===== src/tnc_defines.svh =====
/*
  Constants of the node command decoder: command codes, resets, offsets.
  Assumes inclusion by bare name from the package and both ends.
*/
`ifndef TNC_DEFINES_SVH
`define TNC_DEFINES_SVH

// Command codes
`define TNC_CMD_SET_NODE_ID 8'h01
`define TNC_CMD_SET_RETRY 8'h07
`define TNC_CMD_SET_SPEED 8'h08
`define TNC_CMD_SET_FILTER 8'h0C
`define TNC_CMD_READ_SETTING 8'h29
`define TNC_CMD_TX_OFF 8'h37
`define TNC_CMD_TX_ON 8'h38
`define TNC_CMD_BCAST_ON 8'h42
`define TNC_CMD_BCAST_OFF 8'h43
// Command register answer while busy
`define TNC_CMD_BUSY 8'hFF
// Fixed identifier in evaluation mode
`define TNC_EVAL_NODE_ID 8'h0A
// Reset values and highest line speed selector
`define TNC_RST_RETRY_EXP 4'h7
`define TNC_RST_FILTER 8'h3F
`define TNC_RST_SPEED 4'h0
`define TNC_MAX_SPEED 4'h9
// Retry parameter field positions
`define TNC_RETRY_EXP_MSB 3
`define TNC_RETRY_ABORT_BIT 4
// Default execution time in clocks
`define TNC_EXEC_CYCLES 4
// Read-setting selectors
`define TNC_SEL_NODE_ID 8'h00
`define TNC_SEL_RETRY 8'h01
`define TNC_SEL_SPEED 8'h02
`define TNC_SEL_FILTER 8'h03
`define TNC_SEL_FLAGS 8'h04
// Host APB byte offsets
`define TNC_OFS_PAR 12'h000
`define TNC_OFS_CMD 12'h004
`define TNC_OFS_IRQ_STS 12'h008
`define TNC_OFS_IRQ_CLR 12'h00C
`define TNC_OFS_IRQ_EN 12'h010
// Interrupt status bits
`define TNC_IRQ_DONE 0
`define TNC_IRQ_EXCESSIVE_NEGATIVE_ACK 1

`endif


===== src/tnc_pkg.sv =====
/*
  Types used by the decoder end of the node command decoder.
  Assumes tnc_defines.svh is on the include path.
*/
`include "tnc_defines.svh"
package tnc_pkg;
  // Decoder execution state
  typedef enum logic [0:0] {TNC_IDLE, TNC_BUSY} tnc_state_t;
endpackage : tnc_pkg


===== src/tnc_if.sv =====
/*
  Link between host controller and node command decoder.
  Assumes one clock shared by both ends; strobes last one cycle.
*/
interface tnc_if;
  logic par_wr; // Parameter write strobe
  logic cmd_wr; // Command write strobe
  logic [7:0] wdata; // Data for either strobe
  logic [7:0] par_rd; // Parameter register contents
  logic [7:0] cmd_rd; // Command register contents
  logic excessive_negative_ack_flag; // Sticky excessive retry flag
  logic excessive_negative_ack_clr; // Clear strobe for that flag
  // Decoder end
  modport dev (input par_wr, cmd_wr, wdata, excessive_negative_ack_clr, output par_rd, cmd_rd, excessive_negative_ack_flag);
  // Host end
  modport host (output par_wr, cmd_wr, wdata, excessive_negative_ack_clr, input par_rd, cmd_rd, excessive_negative_ack_flag);
endinterface : tnc_if


===== src/tnc_dev.sv =====
/*
  Node command decoder: parameter and command registers, configuration.
  Assumes network engine inputs on pclk; eval_mode is an asynchronous strap.
*/
`include "tnc_defines.svh"

module tnc_dev #(
  parameter int EXEC_CYCLES = `TNC_EXEC_CYCLES
) (
  input wire logic pclk,
  input wire logic presetn,
  tnc_if.dev link,
  input wire logic eval_mode,
  input wire logic nak_seq,
  input wire logic tx_start,
  input wire logic tx_active,
  output logic [7:0] node_identifier,
  output logic [3:0] retry_exp,
  output logic auto_abort,
  output logic [3:0] line_speed,
  output logic [7:0] filter_mask,
  output logic broadcast_rx_en,
  output logic tx_enable,
  output logic proto_reset,
  output logic tx_abort,
  output logic packet_aborted_status
);

  // Refuse execution times the counter cannot hold
  if (EXEC_CYCLES < 1 || EXEC_CYCLES > 15)
  begin : g_bad_exec
    $error("EXEC_CYCLES must be 1 to 15");
  end

  localparam logic [3:0] EXEC_LAST = 4'(EXEC_CYCLES - 1);

  // All state of the decoder
  typedef struct packed {
    tnc_pkg::tnc_state_t st; // Execution state
    logic [3:0] cnt; // Execution cycles left
    logic [7:0] code; // Latched command code
    logic [7:0] par; // Parameter register
    logic [7:0] cmd; // Command register read value
    logic [7:0] node_id; // Node identifier
    logic [3:0] rexp; // Retry exponent
    logic aabort; // Auto-abort enable
    logic [3:0] speed; // Line speed selector
    logic [7:0] filt; // Message filter mask
    logic bcast; // Broadcast reception
    logic txen; // Transmitter enable
    logic preset; // Protocol reset pulse
    logic [15:0] naks; // Retry sequences counted
    logic excessive_negative_ack; // Sticky excessive retry flag
    logic abort; // Transmit abort pulse
    logic pgabort; // Packet aborted status
    logic [1:0] evs; // Strap synchroniser
  } tnc_dev_state_t;

  tnc_dev_state_t cur_ff;
  tnc_dev_state_t nxt_cur;

  // Threshold as two to the exponent, one when retries are off
  function automatic logic [15:0] tnc_limit(input logic [3:0] e);
    tnc_limit = 16'h0001 << e;
  endfunction : tnc_limit

  // Next-state logic
  always_comb
  begin
    nxt_cur = cur_ff;
    nxt_cur.preset = 1'b0;
    nxt_cur.abort = 1'b0;
    // Strap sync, only the second stage is read
    nxt_cur.evs = {cur_ff.evs[0], eval_mode};
    // Evaluation mode pins the identifier
    if (cur_ff.evs[1])
      nxt_cur.node_id = `TNC_EVAL_NODE_ID;
    // Host write handling
    case (cur_ff.st)
      tnc_pkg::TNC_IDLE:
      begin
        // Parameter stored ahead of its command
        if (link.par_wr)
          nxt_cur.par = link.wdata;
        // Command write starts execution
        if (link.cmd_wr)
        begin
          nxt_cur.code = link.wdata;
          nxt_cur.cmd = `TNC_CMD_BUSY;
          nxt_cur.cnt = EXEC_LAST;
          nxt_cur.st = tnc_pkg::TNC_BUSY;
        end
      end
      tnc_pkg::TNC_BUSY:
      begin
        // Writes are dropped until done
        if (cur_ff.cnt != 4'h0)
          nxt_cur.cnt = cur_ff.cnt - 4'h1;
        else
        begin
          nxt_cur.st = tnc_pkg::TNC_IDLE;
          nxt_cur.cmd = cur_ff.code;
          case (cur_ff.code)
            `TNC_CMD_SET_NODE_ID:
            begin
              // Zero is not a valid identifier
              if (!cur_ff.evs[1] && cur_ff.par != 8'h00)
                nxt_cur.node_id = cur_ff.par;
            end
            `TNC_CMD_SET_RETRY:
            begin
              nxt_cur.rexp = cur_ff.par[`TNC_RETRY_EXP_MSB:0];
              nxt_cur.aabort = cur_ff.par[`TNC_RETRY_ABORT_BIT];
            end
            `TNC_CMD_SET_SPEED:
            begin
              // Out of range selectors are dropped
              if (cur_ff.par <= {4'h0, `TNC_MAX_SPEED})
              begin
                nxt_cur.speed = cur_ff.par[3:0];
                nxt_cur.preset = 1'b1;
              end
            end
            `TNC_CMD_SET_FILTER:
              nxt_cur.filt = cur_ff.par;
            `TNC_CMD_READ_SETTING:
            begin
              // Answer replaces the selector
              case (cur_ff.par)
                `TNC_SEL_NODE_ID: nxt_cur.par = cur_ff.node_id;
                `TNC_SEL_RETRY: nxt_cur.par = {3'h0, cur_ff.aabort, cur_ff.rexp};
                `TNC_SEL_SPEED: nxt_cur.par = {4'h0, cur_ff.speed};
                `TNC_SEL_FILTER: nxt_cur.par = cur_ff.filt;
                `TNC_SEL_FLAGS: nxt_cur.par = {6'h00, cur_ff.bcast, cur_ff.txen};
                default: nxt_cur.par = 8'h00;
              endcase
            end
            `TNC_CMD_TX_OFF:
            begin
              // Settings stay, transfers are cancelled
              nxt_cur.txen = 1'b0;
              nxt_cur.abort = tx_active;
            end
            `TNC_CMD_TX_ON:
              nxt_cur.txen = 1'b1;
            `TNC_CMD_BCAST_ON:
              nxt_cur.bcast = 1'b1;
            `TNC_CMD_BCAST_OFF:
              nxt_cur.bcast = 1'b0;
            default:
            begin
              // Unknown code only completes
              nxt_cur.code = cur_ff.code;
            end
          endcase
        end
      end
      default:
        nxt_cur.st = tnc_pkg::TNC_IDLE;
    endcase
    // Retry sequence counting restarts with each packet
    if (tx_start)
      nxt_cur.naks = 16'h0000;
    else if (nak_seq)
    begin
      nxt_cur.naks = cur_ff.naks + 16'h0001;
      // Threshold reached
      if (cur_ff.naks + 16'h0001 == tnc_limit(cur_ff.rexp))
      begin
        nxt_cur.excessive_negative_ack = 1'b1;
        // Abort only with auto-abort set
        if (cur_ff.aabort && tx_active)
        begin
          nxt_cur.abort = 1'b1;
          nxt_cur.pgabort = 1'b1;
        end
      end
    end
    // Host clear loses to a same-cycle set
    if (link.excessive_negative_ack_clr && !nxt_cur.excessive_negative_ack)
      nxt_cur.excessive_negative_ack = 1'b0;
    else if (link.excessive_negative_ack_clr && !(nak_seq && !tx_start
             && cur_ff.naks + 16'h0001 == tnc_limit(cur_ff.rexp)))
      nxt_cur.excessive_negative_ack = 1'b0;
    // New packet clears aborted status
    if (tx_start)
      nxt_cur.pgabort = 1'b0;
  end

  // State register
  always_ff @(posedge pclk or negedge presetn)
  begin
    if (!presetn)
    begin
      cur_ff <= '0;
      cur_ff.st <= tnc_pkg::TNC_IDLE;
      cur_ff.rexp <= `TNC_RST_RETRY_EXP;
      cur_ff.aabort <= 1'b0;
      cur_ff.filt <= `TNC_RST_FILTER;
      cur_ff.speed <= `TNC_RST_SPEED;
      cur_ff.bcast <= 1'b0;
    end
    else
      cur_ff <= nxt_cur;
  end

  // Outputs straight from the state register
  assign link.par_rd = cur_ff.par;
  assign link.cmd_rd = cur_ff.cmd;
  assign link.excessive_negative_ack_flag = cur_ff.excessive_negative_ack;
  assign node_identifier = cur_ff.node_id;
  assign retry_exp = cur_ff.rexp;
  assign auto_abort = cur_ff.aabort;
  assign line_speed = cur_ff.speed;
  assign filter_mask = cur_ff.filt;
  assign broadcast_rx_en = cur_ff.bcast;
  assign tx_enable = cur_ff.txen;
  assign proto_reset = cur_ff.preset;
  assign tx_abort = cur_ff.abort;
  assign packet_aborted_status = cur_ff.pgabort;

endmodule : tnc_dev


===== src/flat_wrapper.sv =====
// flat-port wrapper written by rule: the top's interface ports become plain ports
module tnc_dev_flat 
#(
  parameter int EXEC_CYCLES = `TNC_EXEC_CYCLES
)
  (pclk, presetn, eval_mode, nak_seq, tx_start, tx_active, node_identifier, retry_exp, auto_abort, line_speed, filter_mask, broadcast_rx_en, tx_enable, proto_reset, tx_abort, packet_aborted_status, link_par_wr, link_cmd_wr, link_wdata, link_excessive_negative_ack_clr, link_par_rd, link_cmd_rd, link_excessive_negative_ack_flag);
  tnc_if link_i ();
  input wire logic pclk;
  input wire logic presetn;
  input wire logic eval_mode;
  input wire logic nak_seq;
  input wire logic tx_start;
  input wire logic tx_active;
  output logic [7:0] node_identifier;
  output logic [3:0] retry_exp;
  output logic auto_abort;
  output logic [3:0] line_speed;
  output logic [7:0] filter_mask;
  output logic broadcast_rx_en;
  output logic tx_enable;
  output logic proto_reset;
  output logic tx_abort;
  output logic packet_aborted_status;
  input wire logic [$bits(link_i.par_wr)-1:0] link_par_wr;
  input wire logic [$bits(link_i.cmd_wr)-1:0] link_cmd_wr;
  input wire logic [$bits(link_i.wdata)-1:0] link_wdata;
  input wire logic [$bits(link_i.excessive_negative_ack_clr)-1:0] link_excessive_negative_ack_clr;
  output wire logic [$bits(link_i.par_rd)-1:0] link_par_rd;
  output wire logic [$bits(link_i.cmd_rd)-1:0] link_cmd_rd;
  output wire logic [$bits(link_i.excessive_negative_ack_flag)-1:0] link_excessive_negative_ack_flag;
  assign link_i.par_wr = link_par_wr;
  assign link_i.cmd_wr = link_cmd_wr;
  assign link_i.wdata = link_wdata;
  assign link_i.excessive_negative_ack_clr = link_excessive_negative_ack_clr;
  assign link_par_rd = link_i.par_rd;
  assign link_cmd_rd = link_i.cmd_rd;
  assign link_excessive_negative_ack_flag = link_i.excessive_negative_ack_flag;
  tnc_dev #(.EXEC_CYCLES(EXEC_CYCLES)) u_core (.pclk(pclk), .presetn(presetn), .link(link_i), .eval_mode(eval_mode), .nak_seq(nak_seq), .tx_start(tx_start), .tx_active(tx_active), .node_identifier(node_identifier), .retry_exp(retry_exp), .auto_abort(auto_abort), .line_speed(line_speed), .filter_mask(filter_mask), .broadcast_rx_en(broadcast_rx_en), .tx_enable(tx_enable), .proto_reset(proto_reset), .tx_abort(tx_abort), .packet_aborted_status(packet_aborted_status));
endmodule

===== config.mk =====
export PLATFORM = sky130hd
export DESIGN_NAME = tnc_dev_flat
export DESIGN_NICKNAME = d
export VERILOG_FILES = /design/src/tnc_pkg.sv /design/src/tnc_if.sv /design/src/tnc_dev.sv /design/src/flat_wrapper.sv
export VERILOG_INCLUDE_DIRS = /design/src
export SDC_FILE = /design/constraint.sdc
export NUM_CORES = 1
export LEC_CHECK = 0
export BUFFER_PORTS_ARGS = -buffer_cell sky130_fd_sc_hd__buf_2
export CAP_MARGIN = 20
export CORE_AREA = 2 2 90 92
export DETAILED_ROUTE_END_ITERATION = 6
export DIE_AREA = 0 0 92 94
export GPL_TIMING_DRIVEN = 0
export PLACE_DENSITY = 0.81
export SYNTH_ARGS = -nofsm -noshare
export SYNTH_HDL_FRONTEND = slang
export SYNTH_SLANG_ARGS = --single-unit

===== constraint.sdc =====
create_clock -name pclk -period 4.6 [get_ports pclk]
set_input_delay 0.92 -clock pclk [delete_from_list [all_inputs] [get_ports pclk]]
set_output_delay 0.92 -clock pclk [all_outputs]
set_load 0.02 [all_outputs]

==> metrics <==
gpl congestion 0.937; Max-slew headroom ~53%; Hold EP u_core.cur_ff[1]; row count 32; minimum clock period about 2.6 ns; reg2reg end u_core.node_identifier[6]; DR iter-0 viols 202; layout cell share with drive strength beyond 1 32.5%; yosys warns 0; reg-to-reg slack, setup 1.97 ns; Initial DRT Pass Iterations 5; FFs w/ async S/R, synth between 90% and 100%; hold_ws 0.365 ns; total I/O pin count 64; clk sink count 78; combinational power share 33.8%; final net count 559; Setup Skew 0.0120 ns; cell taking the most area after synthesis dfrtp_1; Final Instance Area 5180 sq um; Area contributors post-synth dfrtp_1 (38%), buf_4 (6.7%), mux2_2 (5.8%), dfstp_2 (5.3%), nand2_1 (4.6%); Flop pwr share 41.5%; worst hold path class flop to flop; core box area about 7600 sq um; Antenna Cells 0; Sw Share between 30% and 40%; Area Overhead vs Synth 15.4%; Die H about 94 um; top-count cell post-synth dfrtp_1; r2r startpoint u_core.cur_ff[73]; worst r2r path cells 11; crit path max-delay cell type dfrtp_1; Int Power about 0.0015 W; TNS Setup 0 ns; area share of the largest cell type after synthesis 38.5%; setup violators final 0; total power 0.00237 W; power density of the placed cells 457 nW/um^2; power share of the clock group between 20% and 30%; crit path capture type flop; largest net degree at the start of global routing 50; Detailed Place HPWL 7.31 mm; vias in the first global route 3469; first-pass GRT wire length between 15 and 20 mm; GRT overflow 0; hold_buf cts 0; total track usage 24.8%; cells along the critical path inv_1, ha_1, nor3b_2, nand2_1, clkbuf_1, nor4b_2, nand2_1, a21oi_2, buf_2, nand2_1, o21ai_0; Reg clk slew, reported paths roughly 0.08 ns; status completed; Max IR drop VDD 256 uV; WL/cell 15.6 um; net count after synthesis 485; CTS buffer count 9; synth unique cells 59; Worst Path Arrival between 2 and 3 ns; post-CTS resize count 0; required time worst endpoint 4.87 ns; Starting Density 59.0%; Critical Path Source Type flop; Max FO, Critical Path 10; fill count 607; PortBufs 62; Via-to-Cell Ratio 5.55; RSZ-0062 raised after global routing no; Clock Tree Buf Depth 2; dpl cell area 4960 sq um; worst slew pin tran 0.696 ns; Die Wd 92 um; Switch Pwr between 0.0008 and 0.0009 W; Yosys reg bits 78; Max Slew Vio Count 0; maximum clock frequency 0.380 GHz; cell mode on critical path nand2_1; initial antenna violation count 0; Buf/Inv on CP 3; WS Path Type flop to flop; postcts setup bufs 0; Hold Vio Cnt, Final 0; WHS Path Cells 0; Most used DFF post-synth dfrtp_1; Post-synth top cells dfrtp_1 (69), nand2_1 (55), buf_4 (40); synthesized area 4490 sq um; synthesized area per cell around 9.7 sq um; Die Area just under 9000 sq um; LEAKAGE 2.33 nW; EDFF count, synth 0; DRC 0; TritonCTS clock tree done; Post-Route WL 10.0 mm; fin crit share a little under three fifths; hold_sp u_core.cur_ff[0]; H-tree depth 3; DR vias 3587; Max-cap violations 0; Seq/Total Area, Yosys 43.7%; root buf cell clkbuf_8; Cells after Synth around 470; biggest cell delay along the critical path between 0.4 and 0.5 ns; Routed Antenna Nets 0; crit-path leading delay family simple AND/OR/NAND/NOR gates; worst skew pair latency 0.36 ns
per-layer routing:
metal / up-vias / GRT usage (%) / share of wire, %
met5: - / 0 / 0
met4: 0 / 9.95 / 1.4
met3: 14 / 3.53 / 5.7
met2: 130 / 39.9 / 47
met1: 1730 / 34.0 / 46
li1: 1713 / - / -
logic make-up (layout without fill, tap and decap cells):
| kind of cell | after synthesis | after routing | share of synthesized area (%) |
|---|---|---|---|
| AND/OR/NAND/NOR | 172 | 172 | 20.8 |
| flip-flops | 78 | 78 | 43.7 |
| buffers and inverters | 76 | 155 | 10.1 |
| AO/OA/AOI/OAI | 69 | 69 | 9.09 |
| XOR/XNOR | 36 | 36 | 7.02 |
| multiplexers | 30 | 30 | 8.17 |
| adder cells (fa/ha/maj) | 4 | 4 | 1.06 |
per-stage QoR:
stage	utilization, %	worst slack (ns)	std cells
final	68.1	1.97	646
after global routing	68.1	1.76	646
after detailed placement	65.2	2.02	630
after floorplan	-	2.46	465
after CTS	68.1	2.00	646
after global placement	64.8	2.11	629
worst reg2reg max path, cell delays in order (launching register included):
cell and delay (ns):
dfrtp_1 0.41, inv_1 0.09, ha_1 0.15, nor3b_2 0.23
nand2_1 0.12, clkbuf_1 0.25, nor4b_2 0.37, nand2_1 0.11
a21oi_2 0.31, buf_2 0.30, nand2_1 0.09, o21ai_0 0.10
layout by cell type, fill, tap and decap left out, types with 3 or more instances in the layout:
master    Yosys  final
nand4b_1      4      4
nor4_1        3      3
clkbuf_1     18     19
nand2_1      55     55
buf_4        40     41
nor2_1       34     34
nand2b_1     10     10
dfstp_2       9      9
nor3_1       12     12
buf_2         8     69
ha_1          3      3
or3_1         6      6
mux4_2        3      3
and3_1        5      5
o22ai_1       3      3
xnor2_1      17     17
o21ai_0      33     33
inv_1         7      7
a21oi_1      16     16
nor3b_1       3      3
a22oi_1       4      4
mux2_2       23     23
mux2i_1       4      4
clkbuf_8      0     10
xor2_1       19     19
dfrtp_1      69     69
nand4_1       7      7
nand3_1      12     12
power groups by stage:
stage                     Combinational, W  Sequential (W)  Clock (W)
after floorplan                   0.000587        0.000940          0
after global placement            0.000763        0.000979          0
after detailed placement          0.000794        0.000987          0
after CTS                         0.000797        0.000976   0.000584
after global routing              0.000877         0.00100   0.000616
final                             0.000799        0.000982   0.000586
flip-flops by register name, summed over array words and instances (netlist names):
register / flops
u_core.tx_enable: 1
u_core.link.cmd_rd: 8
u_core.cur_ff: 31
u_core.filter_mask: 8
u_core.retry_exp: 4
u_core.link.par_rd: 8
u_core.node_identifier: 8
u_core.auto_abort: 1
u_core.packet_aborted_status: 1
u_core.line_speed: 4
u_core.tx_abort: 1
u_core.proto_reset: 1
u_core.link.excessive_negative_ack_flag: 1
u_core.broadcast_rx_en: 1
area by class of cell:
type / instances / area (sq um) / share of cell area [%]
buffer: 68 / 423 / 8.16
clock buffer: 11 / 141 / 2.73
clock inverter: 5 / 81.3 / 1.57
inverter: 8 / 30.0 / 0.580
multi-input combinational: 311 / 2070 / 40.0
sequential: 78 / 1960 / 37.9
tap: 102 / 128 / 2.46
timing repair buffer: 63 / 340 / 6.57
worst max-delay path by stage:
| stage | startpoint | to | slack, ns | cells past startpoint |
|---|---|---|---|---|
| 2_1_floorplan | u_core.cur_ff[5] | u_core.tx_abort | 2.46 | 7 |
| 3_3_place_gp | presetn | u_core.filter_mask[6] | 2.11 | 1 |
| 3_5_place_dp | u_core.cur_ff[73] | u_core.link.par_rd[3] | 2.02 | 9 |
| 4_1_cts | u_core.cur_ff[73] | u_core.link.par_rd[3] | 2.00 | 9 |
| 5_1_grt | u_core.cur_ff[73] | u_core.link.par_rd[7] | 1.76 | 10 |
| 6_report | u_core.cur_ff[73] | u_core.node_identifier[6] | 1.97 | 11 |
No activity file was read; power rests on OpenSTA's default activity.
